File: src/rtl/faec_regs.vh
// timing, command and reset constants for the flash access and erase controller
`ifndef FAEC_REGS_VH
`define FAEC_REGS_VH
// -----------------------------------------------------------------
// timing
// -----------------------------------------------------------------
`define FAEC_CLK_MHZ 100
`define FAEC_ERASE_TIME_US 8000
`define FAEC_PROG_TIME_US 3500
`define FAEC_ERASE_CYCLES (`FAEC_ERASE_TIME_US * `FAEC_CLK_MHZ)
`define FAEC_PROG_CYCLES (`FAEC_PROG_TIME_US * `FAEC_CLK_MHZ)
`define FAEC_FCLK_DIV 20
`define FAEC_SM_OVERHEAD 4
// -----------------------------------------------------------------
// commands and reset values
// -----------------------------------------------------------------
`define FAEC_CMD_ERASE 2'h1
`define FAEC_CMD_PROG 2'h2
`define FAEC_WAIT_RESET 3'h4
`define FAEC_ERASED_WORD 16'hFFFF
`endif

File: src/rtl/faec_module_seq.v
// one flash module's erase/program sequencer
`timescale 1ns/10ps
module faec_module_seq #(
  parameter CNT_W = 20
) (
  // clock and reset
  input wire clk,
  input wire rst_b,
  input wire fclk_en,
  // command
  input wire start,
  input wire [1:0] cmd,
  input wire [CNT_W-1:0] erase_ticks,
  input wire [CNT_W-1:0] prog_ticks,
  // state
  output reg busy_reg,
  output reg done_reg
);
  `include "faec_regs.vh"
  localparam [CNT_W-1:0] OVERHEAD = `FAEC_SM_OVERHEAD;
  localparam S_IDLE = 2'h0;
  localparam S_PRE = 2'h1;
  localparam S_RUN = 2'h2;
  localparam S_POST = 2'h3;
  reg [1:0] state_reg;
  reg [CNT_W-1:0] cnt_reg;
  // the command only stands for one cycle, so its kind is kept here
  reg erase_reg;
  always @(posedge clk or negedge rst_b) begin
    if (!rst_b) begin
      state_reg <= S_IDLE;
      cnt_reg <= {CNT_W{1'b0}};
      erase_reg <= 1'b0;
      busy_reg <= 1'b0;
      done_reg <= 1'b0;
    end else begin
      done_reg <= 1'b0;
      case (state_reg)
        S_IDLE: begin
          if (start) begin
            busy_reg <= 1'b1;
            state_reg <= S_PRE;
            cnt_reg <= OVERHEAD;
            erase_reg <= (cmd == `FAEC_CMD_ERASE);
          end
        end
        S_PRE: begin
          if (cnt_reg == {CNT_W{1'b0}}) begin
            state_reg <= S_RUN;
            cnt_reg <= erase_reg ? erase_ticks : prog_ticks;
          end else begin
            cnt_reg <= cnt_reg - 1'b1;
          end
        end
        S_RUN: begin
          // timed on the slow flash clock enable, not the system clock
          if (fclk_en) begin
            if (cnt_reg <= 1) begin
              state_reg <= S_POST;
              cnt_reg <= OVERHEAD;
            end else begin
              cnt_reg <= cnt_reg - 1'b1;
            end
          end
        end
        S_POST: begin
          if (cnt_reg == {CNT_W{1'b0}}) begin
            state_reg <= S_IDLE;
            busy_reg <= 1'b0;
            done_reg <= 1'b1;
          end else begin
            cnt_reg <= cnt_reg - 1'b1;
          end
        end
        default: state_reg <= S_IDLE;
      endcase
    end
  end
endmodule

File: src/rtl/faec_top.v
// flash access, wait-state/prefetch and erase/program control
`timescale 1ns/10ps
// Function
// - after reset no protection is active and reads of unwritten sectors give erased data.
// - sector or page erase finishes within 8.0 ms.
// - page program finishes within 3.5 ms.
// - module 1 accepts modify while module 0 is being read.
// - wait states apply only to non-sequential reads; sequential ones use prefetch.
// - durations run on a flash clock plus a few system clock cycles overhead.
`include "faec_regs.vh"
module faec_top #(
  parameter MODULES = 2,
  parameter ADDR_W = 16,
  parameter DATA_W = 16,
  parameter CNT_W = 20,
  parameter ERASE_TICKS = `FAEC_ERASE_CYCLES / `FAEC_FCLK_DIV,
  parameter PROG_TICKS = `FAEC_PROG_CYCLES / `FAEC_FCLK_DIV
) (
  // clock and reset
  input wire clk,
  input wire rst_b,
  // configuration
  input wire [2:0] flash_wait_state_count,
  // read port from the internal memory bus
  input wire rd_req,
  input wire [ADDR_W-1:0] rd_addr,
  input wire [0:0] rd_module,
  input wire [DATA_W-1:0] array_rdata,
  output reg rd_valid_reg,
  output reg [DATA_W-1:0] rd_data_reg,
  output reg rd_busy_reg,
  // command port
  input wire cmd_valid,
  input wire [1:0] cmd,
  input wire [0:0] cmd_module,
  output reg cmd_refused_reg,
  // status
  output reg [MODULES-1:0] module_busy_reg,
  output reg [MODULES-1:0] module_done_reg,
  output reg protect_active_reg
);
  // -----------------------------------------------------------------
  // flash clock enable divider
  // -----------------------------------------------------------------
  localparam [7:0] DIV_LAST = `FAEC_FCLK_DIV - 1;
  reg [7:0] div_reg;
  reg [7:0] div_next;
  reg fclk_en_reg;
  reg fclk_en_next;
  // the flash timebase is an enable pulse, so every flop stays on the one clock
  always @* begin
    div_next = div_reg + 8'h01;
    fclk_en_next = 1'b0;
    if (div_reg == DIV_LAST) begin
      div_next = 8'h00;
      fclk_en_next = 1'b1;
    end
  end
  always @(posedge clk or negedge rst_b) begin
    if (!rst_b) begin
      div_reg <= 8'h00;
      fclk_en_reg <= 1'b0;
    end else begin
      div_reg <= div_next;
      fclk_en_reg <= fclk_en_next;
    end
  end
  // -----------------------------------------------------------------
  // per-module sequencers
  // -----------------------------------------------------------------
  wire [MODULES-1:0] seq_busy;
  wire [MODULES-1:0] seq_done;
  wire [MODULES-1:0] seq_start;
  wire [CNT_W-1:0] erase_cnt;
  wire [CNT_W-1:0] prog_cnt;
  wire cmd_known;
  wire cmd_ok;
  wire target_busy;
  reg [MODULES-1:0] module_busy_next;
  reg cmd_refused_next;
  // tick counts are cut to the counter width on purpose
  assign erase_cnt = ERASE_TICKS[CNT_W-1:0];
  assign prog_cnt = PROG_TICKS[CNT_W-1:0];
  assign cmd_known = (cmd == `FAEC_CMD_ERASE) || (cmd == `FAEC_CMD_PROG);
  assign cmd_ok = cmd_valid && cmd_known;
  // read conflicts are software's duty; hardware only guards a busy target
  // the reported flag is used, so a command is never taken while it still shows busy
  assign target_busy = module_busy_reg[cmd_module];
  genvar gi;
  generate
    for (gi = 0; gi < MODULES; gi = gi + 1) begin : g_mod
      assign seq_start[gi] = cmd_ok && !target_busy && (cmd_module == gi);
      faec_module_seq #(.CNT_W(CNT_W)) u_seq (
        .clk(clk),
        .rst_b(rst_b),
        .fclk_en(fclk_en_reg),
        .start(seq_start[gi]),
        .cmd(cmd),
        .erase_ticks(erase_cnt),
        .prog_ticks(prog_cnt),
        .busy_reg(seq_busy[gi]),
        .done_reg(seq_done[gi])
      );
    end
  endgenerate
  always @* begin
    module_busy_next = seq_busy | seq_start;
    cmd_refused_next = cmd_valid && (!cmd_known || target_busy);
  end
  always @(posedge clk or negedge rst_b) begin
    if (!rst_b) begin
      module_busy_reg <= {MODULES{1'b0}};
      module_done_reg <= {MODULES{1'b0}};
      cmd_refused_reg <= 1'b0;
      protect_active_reg <= 1'b0;
    end else begin
      module_busy_reg <= module_busy_next;
      module_done_reg <= seq_done;
      cmd_refused_reg <= cmd_refused_next;
      protect_active_reg <= 1'b0;
    end
  end
  // -----------------------------------------------------------------
  // read path with sequential prefetch
  // -----------------------------------------------------------------
  localparam R_IDLE = 1'b0;
  localparam R_WAIT = 1'b1;
  reg rd_state_reg;
  reg rd_state_next;
  reg [ADDR_W-1:0] last_addr_reg;
  reg [ADDR_W-1:0] last_addr_next;
  reg last_mod_reg;
  reg last_mod_next;
  reg last_ok_reg;
  reg last_ok_next;
  reg [2:0] ws_cnt_reg;
  reg [2:0] ws_cnt_next;
  reg [DATA_W-1:0] pend_data_reg;
  reg [DATA_W-1:0] pend_data_next;
  reg rd_valid_next;
  reg [DATA_W-1:0] rd_data_next;
  reg rd_busy_next;
  wire [ADDR_W-1:0] next_seq_addr;
  wire seq_hit;
  wire no_wait;
  assign next_seq_addr = last_addr_reg + {{(ADDR_W-1){1'b0}}, 1'b1};
  // the prefetch buffer only ever holds the word after the last one read
  assign seq_hit = last_ok_reg && (rd_module == last_mod_reg) && (rd_addr == next_seq_addr);
  assign no_wait = seq_hit || (flash_wait_state_count == 3'h0);
  always @* begin
    rd_state_next = rd_state_reg;
    last_addr_next = last_addr_reg;
    last_mod_next = last_mod_reg;
    last_ok_next = last_ok_reg;
    ws_cnt_next = ws_cnt_reg;
    pend_data_next = pend_data_reg;
    rd_valid_next = 1'b0;
    rd_data_next = rd_data_reg;
    rd_busy_next = rd_busy_reg;
    case (rd_state_reg)
      R_IDLE: begin
        if (rd_req) begin
          last_addr_next = rd_addr;
          last_mod_next = rd_module;
          last_ok_next = 1'b1;
          if (no_wait) begin
            // sequential hit or zero wait states configured: word is ready, no wait states
            rd_valid_next = 1'b1;
            rd_data_next = array_rdata;
          end else begin
            // non-sequential: hold the word for the configured wait states
            rd_state_next = R_WAIT;
            rd_busy_next = 1'b1;
            ws_cnt_next = flash_wait_state_count;
            pend_data_next = array_rdata;
          end
        end
      end
      R_WAIT: begin
        // requests are ignored here; the word was captured when it was asked for
        if (ws_cnt_reg <= 3'h1) begin
          rd_state_next = R_IDLE;
          rd_busy_next = 1'b0;
          rd_valid_next = 1'b1;
          rd_data_next = pend_data_reg;
        end else begin
          ws_cnt_next = ws_cnt_reg - 3'h1;
        end
      end
      default: begin
        rd_state_next = R_IDLE;
        rd_busy_next = 1'b0;
      end
    endcase
  end
  always @(posedge clk or negedge rst_b) begin
    if (!rst_b) begin
      rd_state_reg <= R_IDLE;
      last_addr_reg <= {ADDR_W{1'b0}};
      last_mod_reg <= 1'b0;
      last_ok_reg <= 1'b0;
      ws_cnt_reg <= 3'h0;
      pend_data_reg <= {DATA_W{1'b0}};
      rd_valid_reg <= 1'b0;
      rd_data_reg <= `FAEC_ERASED_WORD;
      rd_busy_reg <= 1'b0;
    end else begin
      rd_state_reg <= rd_state_next;
      last_addr_reg <= last_addr_next;
      last_mod_reg <= last_mod_next;
      last_ok_reg <= last_ok_next;
      ws_cnt_reg <= ws_cnt_next;
      pend_data_reg <= pend_data_next;
      rd_valid_reg <= rd_valid_next;
      rd_data_reg <= rd_data_next;
      rd_busy_reg <= rd_busy_next;
    end
  end
endmodule

File: config.mk
export PLATFORM = sky130hd
export DESIGN_NAME = faec_top
export DESIGN_NICKNAME = d
export VERILOG_FILES = /design/src/rtl/faec_module_seq.v /design/src/rtl/faec_top.v
export VERILOG_INCLUDE_DIRS = /design/src /design/src/rtl
export SDC_FILE = /design/constraint.sdc
export NUM_CORES = 1
export LEC_CHECK = 0
export BUFFER_PORTS_ARGS = -buffer_cell sky130_fd_sc_hd__buf_2
export CORE_ASPECT_RATIO = 1.75
export CORE_MARGIN = 5
export CORE_UTILIZATION = 49
export DETAILED_ROUTE_END_ITERATION = 16
export PLACE_DENSITY = 0.64
export REMOVE_ABC_BUFFERS = 1
export SYNTH_ARGS = -nofsm -noshare
export SYNTH_HDL_FRONTEND = slang
export SYNTH_SLANG_ARGS = --single-unit
File: constraint.sdc
create_clock -name clk -period 6.6 [get_ports clk]
set_input_delay 1.32 -clock clk [delete_from_list [all_inputs] [get_ports clk]]
set_output_delay 1.32 -clock clk [all_outputs]
set_load 0.05 [all_outputs]
### Word-level counts from Yosys, hierarchy flattened

Index checks and enable logic that the tools add are counted.
W data, S select, Z words.

| storage, ports and cells | value |
|---|---|
| bits in registers | 120 |
| latch bits | 0 |
| bits in writable memories | 0 |
| memory bits (read-only) | 0 |
| bits of input ports | 43 |
| output and inout bits | 24 |
| word-level logic and storage cells | 157 |
| memories | 0 |

| cells by class | value |
|---|---|
| add/sub/neg operators | 5 |
| multipliers | 0 |
| div/mod/pow operators | 0 |
| magnitude comparators | 4 |
| eq/ne operators | 28 |
| shift operators | 0 |
| mux-type cells | 60 |
| bitwise gates (word level) | 4 |
| reduce and logical (&&, ||, !) cells | 32 |

Operator list:

| operator | number |
|---|---|
| $mux W20 | 10 |
| $pmux W20 S4 | 2 |
| $mux W16 | 5 |
| $le A20 B1 Y1 const B | 2 |
| $logic_not A20 Y1 | 2 |
| $sub A20 B1 Y20 const B | 2 |
| $pmux W16 S2 | 1 |
| $reduce_and A3 Y1 | 8 |
| $mux W1 | 20 |
| $mux W2 | 10 |
| $ne A2 B1 Y1 const B | 9 |
| $add A16 B1 Y16 const B | 1 |
| $eq A16 B16 Y1 | 1 |
| $ne A2 B2 Y1 const B | 8 |
| $pmux W2 S4 | 2 |
| $eq A2 B2 Y1 const B | 5 |
| $pmux W1 S2 | 5 |
| $reduce_and A5 Y1 | 2 |
| $mux W3 | 3 |
| $add A8 B1 Y8 const B | 1 |
| $eq A8 B5 Y1 const B | 1 |
| $mux W8 | 1 |
| $logic_and A1 B1 Y1 | 7 |
| $eq A2 B1 Y1 const B | 3 |
| other kinds (13) | 22 |

### Depth between registers and ports, before layout

Gate-level depths: netlist of run 1.

| depth | value |
|---|---|
| word-level depth | 7 |
| gate-level depth with buffers | 11 |

### By module

From an unflattened synthesis of run 1, not the netlist that was laid out.

| unflattened totals | value |
|---|---|
| cells, all modules | 874 |
| area total of the unflattened synthesis | 8,323.0 um2 |

By module, submodules not included:

| module | instances | cells each | area an instance (um2) |
|---|---|---|---|
| faec_module_seq | 2 | 252 | 2,222.1 |
| faec_top | 1 | 370 | 3,878.7 |

### Worst setup path before layout of run 1

OpenSTA, ideal clock, no wires.

| timing path | value |
|---|---|
| kind | input to register |
| start | in cmd[1] |
| end | reg g_mod[1].u_seq.cnt_reg[18] |
| library setup time | 0.124 ns |
| data arrival time | 3.561 ns |
| required time | 6.476 ns |
| path slack | 2.916 ns |
| stages on the path | 9 |
| buffers on the path | 0 |
| cells stage by stage | inv_1 -> ha_1 -> nor4bb_1 -> a2bb2oi_1 -> o41ai_2 -> or2_2 -> nor4_1 -> xnor2_1 -> nor2_1 |

| between the ends | value |
|---|---|
| word-level cells in the longest chain between the ends | 7 |
| elaborated cells on any way between the ends | 8 |

RTL lines:

| item | RTL line | source |
|---|---|---|
| from (decl) | faec_top.v:34 | `input wire [1:0] cmd,` |
| $eq A2 B1 Y1 (no source line) or $eq A2 B2 Y1 (tied branches) | -- |  |
| $logic_or A1 B1 Y1 (*) | faec_top.v:84 | `` assign cmd_known = (cmd == `FAEC_CMD_ERASE) \|\| (cmd == `FAEC_CMD_PROG); `` |
| $logic_and A1 B1 Y1 (*) | faec_top.v:85 | `assign cmd_ok = cmd_valid && cmd_known;` |
| $logic_and A1 B1 Y1 (*) (2 in a row) | faec_top.v:92 | `assign seq_start[gi] = cmd_ok && !target_busy && (cmd_module == gi);` |
| $ne A2 B1 Y1 (no source line) (*) | -- |  |
| $reduce_and A3 Y1 (no source line) (*) | -- |  |
| to (signal assigned) | faec_module_seq.v:52 | `cnt_reg <= cnt_reg - 1'b1;` |
| to (signal assigned) | faec_module_seq.v:62 | `cnt_reg <= cnt_reg - 1'b1;` |
| to (signal assigned) | faec_module_seq.v:72 | `cnt_reg <= cnt_reg - 1'b1;` |
| to (decl) | faec_module_seq.v:26 | `reg [CNT_W-1:0] cnt_reg;` |

Every way passes the cells marked *; elsewhere a longest branch is shown, timed or not.
A chain may end at the register's enable or synchronous reset.

### Worst setup path after layout of run 1

| timing path | value |
|---|---|
| start | in cmd[0] |
| end | reg g_mod[1].u_seq.cnt_reg[14] |

The elaborated chain is that of the path after synthesis.

==> metrics.cfg, run 1 <==
[run_status]
status=finished, final reports clean

[route]
drt-initial-drc-count=289
wl_mm=15.6
firstDrtPassIters=4
viasPerCell=5.79
post_drt_wl_per_cell_um=17.1
drtAntennaViolNets=0
drc_errors=0
via_count=5300

[cts]
cts_sinks=120
path_clk_slew_ps=50
insertion_delay_ps=410
cts_tree=done
max-clock-path-buffers=2
cts_hold_buf=0
cts_buffers=17
root_buffer=clkbuf_16
htree_levels=4
ctsResizeCount=0
post-cts-setup-buffer-count=0

[finish]
seq_area_mm2=0.00302
largest_reg_flops=40
antenna_cells=0
multi_input_area_mm2=0.00339
syn_to_final_growth_pct=15.5
post_route_cells_drive_above_1_share_pct=24.4
nets=789
n_fill_cell=1196

[floorplanning]
dieArea_mm2=0.0161
die_h_um=164
start_util_pct=49.6
rows=56
die_w_um=98.0
core-area_mm2=0.0134
ios=67

[grt]
overflow=0
grt_max_degree=85
grt_use_total_pct=20.4
antenna_found_initial=0
grt_pass1_wl_mm=26.4
first_global_vias=5559

[timing]
fin_tns_setup_ps=0
hold_ws_ps=351
finalCritPeriodShare_pct=56.8
grt_setup_unrepaired=false
final.setup.worst_slack_ps=2850
hold_violations=0
fmax_mhz=267
maxSlewViolCount=0
setup_viol=0
period_needed_ps=3750
max_slew_margin_pct=28.1
fin_skew_ps=9.21
worst-slew-pin-transition_ps=1080

[critical_path]
endpoint_kind=register
cp.arrival_ps=4070
worstSetupStartpoint=cmd[0]
crit_type=in -> reg
rrSetupSlack_ps=3090
cp-start-kind=input port
crit_fanout=13
required_ps=6930
r2r_start=last_addr_reg[0]

[hold_path]
min_path_type=reg -> reg
min_from=g_mod[0].u_seq.done_reg

[synthesis]
yosysWarnings=0
synth_edf_count=0
yosys_register_bits=120
ys_seq_area_share_pct=45.6
synth_ff_type=dfrtp_1
synth.distinct_cells=78
syn_area_per_cell_um2=9.99
syn_inst=664
synthArstFlopShare_pct=100
synth_area_mm2=0.00664

[power]
p_sw_share_pct=38.7
clkPwrFrac_pct=25.9
pwr-share-comb_pct=39.5
p_sw_mw=1.36
seqPwrFrac_pct=34.6
max-vdd-ir-drop_v=0.000305
leakagePower_nw=3.31
powerDensity_mw_per_mm2=457
p_int_mw=2.15

[placement]
port_buffers=65
dp_hpwl_mm=11.6
gp_congestion=0.918
dpl_worst_slack_ps=2420

[flow_run]
max_cap_viol_count=0

[metrics by stage]
step / instances / instance area, µm² / util [%] / total power, mW
global placement: 883 / 7090 / 53.0 / 2.56
global route: 915 / 7660 / 57.2 / 3.72
finish: 915 / 7660 / 57.2 / 3.50
detailed placement: 883 / 7090 / 53.0 / 2.61
floorplan: 640 / 6510 / - / 2.25
CTS: 915 / 7660 / 57.2 / 3.53
[routing by layer]
| layer | track usage [%] | wire (µm) | vias up |
|---|---|---|---|
| met5 | 0 | 0 | - |
| met4 | 10.3 | 649 | 0 |
| met3 | 4.38 | 523 | 49 |
| met2 | 39.3 | 8810 | 138 |
| met1 | 20.1 | 5640 | 2578 |
| li1 | - | - | 2535 |
[logic make-up after synthesis]
| group | synth area share (%) |
|---|---|
| AO/OA/AOI/OAI | 15.4 |
| XOR/XNOR | 4.75 |
| adder cells (fa/ha/maj) | 3.39 |
| buffers and inverters | 3.30 |
| flip-flops | 45.6 |
| multiplexers | 8.66 |
| other | 0.0565 |
| AND/OR/NAND/NOR | 18.9 |
[synthesized netlist by cell type (all sizes together), types with 3 or more instances]
| library cell | instances | area (µm²) |
|---|---|---|
| or4 | 9 | 82.6 |
| dfstp | 16 | 420 |
| xnor2 | 26 | 228 |
| o31ai | 13 | 116 |
| and3 | 3 | 18.8 |
| nand3b | 3 | 22.5 |
| clkbuf | 11 | 42.5 |
| and2 | 6 | 37.5 |
| o21ai | 45 | 225 |
| nor2 | 44 | 178 |
| o311ai | 4 | 35.0 |
| buf | 13 | 78.8 |
| o21a | 4 | 30.0 |
| or3 | 9 | 56.3 |
| nand2 | 88 | 330 |
| o31a | 4 | 35.0 |
| dfrtp | 104 | 2600 |
| ha | 18 | 225 |
| xor2 | 10 | 87.6 |
| nand3 | 12 | 60.1 |
| o41ai | 7 | 95.1 |
| nor4 | 12 | 90.1 |
| a21oi | 16 | 83.8 |
| a31oi | 10 | 62.6 |
| nand2b | 5 | 31.3 |
| nor2b | 4 | 25.0 |
| or2 | 6 | 37.5 |
| mux2 | 51 | 574 |
| nand4 | 14 | 87.6 |
| o22ai | 3 | 18.8 |
| a211oi | 5 | 50.1 |
| o221ai | 3 | 26.3 |
| a21o | 6 | 45.0 |
| nor3 | 22 | 110 |
| inv | 26 | 97.6 |
[final timing paths]
kind | depth (start not counted) | to
hold / removal | 0 | module_done_reg[0]
setup reg to reg | 8 | pend_data_reg[0]
min in group asynchronous | 1 | last_addr_reg[4]
hold reg to reg | 0 | module_done_reg[0]
max in group asynchronous | 2 | g_mod[1].u_seq.cnt_reg[3]
setup / recovery | 10 | g_mod[1].u_seq.cnt_reg[14]
[layout by cell type, fill, tap and decap left out, types with 11 or more instances in the layout]
cell,n
nand2_1,88
dfstp_2,16
o21ai_0,44
nor3_1,22
o31ai_1,11
mux2_2,50
a21oi_1,15
clkbuf_16,17
inv_1,26
nand4_1,14
dfrtp_1,104
xnor2_1,26
nor4_1,11
nand3_1,12
nor2_1,41
ha_1,18
buf_2,64
[worst max-delay path: stages]
cell       delay (ps)
buf_2             100
ha_1              320
nor4bb_1          720
a2bb2oi_1         460
o41ai_2           190
buf_4             220
nand2b_1          220
a21oi_2           230
o21ai_0           120
a31oi_1           170
[layout make-up]
cell class	instances	area share (%)
inverter	26	1.27
tap	174	2.84
clock buffer	28	6.22
timing repair buffer	69	4.67
clock inverter	4	1.24
sequential	120	39.5
multi-input combinational	494	44.3
[power by group through the flow]
stage	Sequential (mW)	Clock [mW]	Combinational (mW)
2_1_floorplan	1.37	0	0.870
3_3_place_gp	1.21	0	1.35
3_5_place_dp	1.22	0	1.39
4_1_cts	1.21	0.923	1.39
5_1_grt	1.25	0.965	1.51
6_report	1.21	0.908	1.38
(Power assumes the default switching activity.)
==> run 2, diff against run 1 <==
PLACE_DENSITY = 0.67   (was 0.64)
clock period = 3.05 ns   (was 6.6 ns; I/O delays follow)
==> run 2 against run 1 <==
Net effect:
- sequential share of layout area decreased by 1.7 points
- via count increased by 2.2%
- count of clock-buffer cells in the layout decreased by 8
- wire length increased by 1.9%
- flip-flop and latch count unchanged
- first-iteration DRC count decreased by 44%
- combinational power increased by 140%
- worst hold slack got worse by 160 ps
- register-to-register slack got worse by 3000 ps
- largest cell class unchanged
==> metrics.cfg, run 2 (synthesis results as in run 1) <==
[route]
via_count=5417
drc_errors=0
drtAntennaViolNets=0
viasPerCell=5.73
post_drt_wl_per_cell_um=16.8
firstDrtPassIters=4
drt-initial-drc-count=162
wl_mm=15.9

[timing]
final.setup.worst_slack_ps=139
setup_viol=0
fin_skew_ps=6.23
period_needed_ps=2910
fmax_mhz=343
worst-slew-pin-transition_ps=776
grt_setup_unrepaired=false
max_slew_margin_pct=47.8
finalCritPeriodShare_pct=95.5
hold_ws_ps=195
hold_violations=0
maxSlewViolCount=0

[critical_path]
r2r-end=g_mod[1].u_seq.cnt_reg[4]
reg2reg_depth=11
path_cells=inv_1 > ha_1 > or3b_1 > or4_4 > buf_4 > o41ai_2 > buf_4 > nand2b_2 > a21oi_2 > a31oi_1 > a31oi_1
crit_type=reg -> reg
endpoint_kind=register
required_ps=3330
r2r_start=g_mod[1].u_seq.cnt_reg[0]
crit_fanout=7
cp-start-kind=register
rrSetupSlack_ps=140
slowest_delay_ps=510
cp.arrival_ps=3190
crit_path_top_delay_cell=or4_4

[cts]
root_buffer=clkbuf_16
cts_hold_buf=0
cts_buffers=17
ctsResizeCount=0
post-cts-setup-buffer-count=0
max-clock-path-buffers=2
cts_tree=done
cts_sinks=120
path_clk_slew_ps=60
htree_levels=4
insertion_delay_ps=410

[flow_run]
max_cap_viol_count=0

[placement]
post_dp_cell_area_mm2=0.00736
dp_hpwl_mm=11.5
port_buffers=65
gp_congestion=0.885
dpl_worst_slack_ps=-35.7

[finish]
syn_to_final_growth_pct=20.7
nets=820
utilization_pct=59.9
antenna_cells=0
final_area_mm2=0.00801
post_route_cells_drive_above_1_share_pct=28.8
mostFrequentLayoutCell=dfrtp_1
layout_common_cells=dfrtp_1 (104), nand2_1 (88), buf_2 (64)
largest_reg_flops=40

[floorplanning]
start_util_pct=49.6
ios=67
die_h_um=164
core-area_mm2=0.0134
rows=56
die_w_um=98.0
dieArea_mm2=0.0161

[grt]
antenna_found_initial=0
overflow=0
grt_use_total_pct=20.6
first_global_vias=5624
grt_max_degree=52
grt_pass1_wl_mm=26.6

[power]
fin_total_pwr_mw=8.03
powerDensity_mw_per_mm2=1000
leakagePower_nw=3.51
max-vdd-ir-drop_v=0.000493

[run_status]
status=finished, final reports clean

[hold_path]
min_path_type=in -> async

[run 2: cell type report]
class / count / area, µm²
clock inverters: 12 / 198
well taps: 174 / 218
fillers: 1151 / 5370
repair buffers: 100 / 628
inverters: 26 / 97.6
flip-flops and latches: 120 / 3020
clock buffers: 20 / 447
multi-input cells: 494 / 3400
[run 2: how the worst max path moves through the flow]
stage,cells after the start,start,endpoint,slack (ps)
finish,11,g_mod[1].u_seq.cnt_reg[0],g_mod[1].u_seq.cnt_reg[4],140
global route,9,last_addr_reg[0],pend_data_reg[13],10
CTS,10,g_mod[1].u_seq.cnt_reg[0],g_mod[1].u_seq.cnt_reg[6],110
detailed placement,10,cmd[1],g_mod[0].u_seq.cnt_reg[18],-40
global placement,10,cmd[1],g_mod[0].u_seq.cnt_reg[9],120
floorplan,9,g_mod[1].u_seq.cnt_reg[0],g_mod[1].u_seq.cnt_reg[12],-60
[run 2: layer usage]
metal	vias up	global-route usage [%]	routed length, µm
li1	2588	-	-
met1	2642	21.8	6120
met2	140	37.9	8640
met3	47	4.21	552
met4	0	10.8	609
met5	-	0	0
[run 2: worst max-delay path, delay by kind of cell (launching register included)]
family	cells	cell delay, ps
flops	1	430
simple gates	3	1090
buf+inv	3	480
compound gates	4	610
fa+ha+maj	1	170
[run 2: per-stage QoR]
stage | std cells | setup TNS, ps
final | 946 | 0
after CTS | 946 | 0
after detailed placement | 914 | -35.7
after global placement | 914 | 0
after floorplan | 640 | -232
after global routing | 946 | 0
[run 2: power breakdown]
part / leakage (nW) / switching [mW] / internal [mW]
clock: 0.310 / 0.723 / 1.47
sequential: 1.49 / 0.410 / 2.16
combinational: 1.71 / 1.90 / 1.37
==> run 3, diff against run 2 <==
ABC_AREA = 1   (was default)
==> run 3 against run 2 <==
Net effect:
- wire length down 3.6%
- synthesized cell count up 35%
- sequential power down 11%
- global-route usage down 0.90 points
- cell count up 22%
- via count up 7.8%
==> metrics.cfg, run 3 <==
[cts]
path_clk_slew_ps=60
cts_hold_buf=0
htree_levels=4
root_buffer=clkbuf_16
max-clock-path-buffers=2
ctsResizeCount=0
post-cts-setup-buffer-count=0
cts_tree=done
cts_buffers=17
insertion_delay_ps=410
cts_sinks=120

[timing]
worst-slew-pin-transition_ps=816
period_needed_ps=2570
maxSlewViolCount=0
finalCritPeriodShare_pct=84.1
fin_tns_setup_ps=0
max_slew_margin_pct=45.1
hold_violations=0
fin_skew_ps=7.91
hold_ws_ps=273
final.setup.worst_slack_ps=484
setup_viol=0
grt_setup_unrepaired=false
fmax_mhz=390

[synthesis]
synth_area_mm2=0.00685
synth_edf_count=0
syn_area_per_cell_um2=7.64
synth_ff_type=dfrtp_1
synthTopCellsByCount=nand2_1 (253), inv_1 (114), dfrtp_1 (104), nor2_1 (96), o21ai_0 (75)
synth_area_leaders=dfrtp_1 (38%), nand2_1 (14%), inv_1 (6.2%)
synthArstFlopShare_pct=100
synth_most_common_cell=nand2_1
synth.top_cell.area_share_pct=38.0
yosys_register_bits=120
yosysWarnings=0
synth.distinct_cells=44
ys_seq_area_share_pct=44.1
syn_inst=896
yosys.area.top_type=dfrtp_1

[floorplanning]
die_w_um=99.4
rows=57
core-area_mm2=0.0138
die_h_um=166
ios=67
start_util_pct=49.5
dieArea_mm2=0.0165

[power]
clkPwrFrac_pct=34.7
powerDensity_mw_per_mm2=787
max-vdd-ir-drop_v=0.000322
p_int_mw=3.96
leakagePower_nw=4.09
fin_total_pwr_mw=6.28
seqPwrFrac_pct=36.3
pwr-share-comb_pct=29.0
p_sw_share_pct=36.9
p_sw_mw=2.32

[critical_path]
endpoint_kind=register
reg2reg_depth=12
crit_type=reg -> reg
r2r_start=g_mod[1].u_seq.cnt_reg[0]
cp-start-kind=register
cp.arrival_ps=2850
required_ps=3340
r2r-end=g_mod[1].u_seq.cnt_reg[9]
rrSetupSlack_ps=480
crit_fanout=12

[finish]
final_area_mm2=0.00798
instances_no_fill=1156
mostFrequentLayoutCell=nand2_1
antenna_cells=0
syn_to_final_growth_pct=16.5
layout_common_cells=nand2_1 (253), inv_1 (114), dfrtp_1 (104)
nets=1027
utilization_pct=57.7
post_route_cells_drive_above_1_share_pct=16.1
largest_reg_flops=40

[run_status]
status=finished, final reports clean

[placement]
dp_hpwl_mm=11.1
dpl_worst_slack_ps=449
gp_congestion=0.845
post_dp_cell_area_mm2=0.00733
dp_cells=1124
port_buffers=65

[route]
viasPerCell=5.05
drt-initial-drc-count=256
post_drt_wl_per_cell_um=13.3
wl_mm=15.4
via_count=5841
firstDrtPassIters=5
drtAntennaViolNets=0
drc_errors=0

[grt]
first_global_vias=6124
grt_use_total_pct=19.7
overflow=0
grt_max_degree=121
grt_pass1_wl_mm=26.8
antenna_found_initial=0

[flow_run]
max_cap_viol_count=0

[hold_path]
min_path_type=in -> async

==> run 3: cell count changes after synthesis, moves of 11 or more <==
cell and delta:
nand2_1 +165, inv_1 +88, nor2_1 +55, mux2_2 -50, nand3_1 +41, o21ai_0 +31, xor2_1 +28, xnor2_1 -16
nor3_1 -11
==> run 3: how the worst max path moves through the flow <==
| stage | from | end | slack, ps | depth (start not counted) |
|---|---|---|---|---|
| 2_1_floorplan | rd_state_reg | pend_data_reg[11] | 640 | 7 |
| 6_report | g_mod[1].u_seq.cnt_reg[0] | g_mod[1].u_seq.cnt_reg[9] | 480 | 12 |
| 4_1_cts | g_mod[1].u_seq.cnt_reg[0] | g_mod[1].u_seq.cnt_reg[9] | 500 | 12 |
| 3_5_place_dp | cmd[0] | g_mod[1].u_seq.cnt_reg[0] | 450 | 9 |
| 5_1_grt | g_mod[1].u_seq.cnt_reg[0] | g_mod[1].u_seq.cnt_reg[13] | 190 | 12 |
| 3_3_place_gp | cmd[0] | g_mod[1].u_seq.cnt_reg[1] | 500 | 9 |
==> run 3: power groups by stage <==
| stage | combinational (mW) | clock, mW | sequential [mW] |
|---|---|---|---|
| floorplan | 0.992 | 0 | 2.66 |
| global placement | 1.80 | 0 | 2.29 |
| detailed placement | 1.84 | 0 | 2.30 |
| CTS | 1.86 | 2.22 | 2.28 |
| global route | 2.07 | 2.29 | 2.32 |
| finish | 1.82 | 2.18 | 2.28 |
==> run 3: layout make-up <==
| cell class | instances | area, µm² |
|---|---|---|
| Inverter | 118 | 445 |
| Clock inverter | 15 | 218 |
| Sequential cell | 120 | 3020 |
| Fill cell | 1322 | 5860 |
| Clock buffer | 17 | 425 |
| Timing Repair Buffer | 69 | 370 |
| Tap cell | 177 | 221 |
| Multi-Input combinational cell | 640 | 3270 |
==> run 3: cells by family (layout without fill, tap and decap cells) <==
family	after synthesis	after routing	share of synthesized area (%)
xor gates and xnor gates	48	48	6.14
and+or+nand+nor	463	463	29.5
buffers and inverters	136	219	8.04
other	1	1	0.0548
adders and majority gates	18	18	3.29
DFF	120	120	44.1
AOI/OAI and AO/OA	110	110	8.86
==> run 3: per-layer routing <==
| layer | track usage, % | share of wire, % |
|---|---|---|
| met1 | 20.9 | 39 |
| met2 | 37.0 | 55 |
| met3 | 3.99 | 3.1 |
| met4 | 7.67 | 2.3 |
| met5 | 0 | 0 |
==> run 3: worst max-delay path: stages (launching register included) <==
cell,delay [ps]
dfrtp_1,420
inv_1,100
ha_1,190
nand2_1,100
inv_2,70
nand2_2,80
nor2_2,150
nand2_1,140
o21ai_2,490
inv_1,330
nand2_1,160
xor2_1,150
nor2_1,60
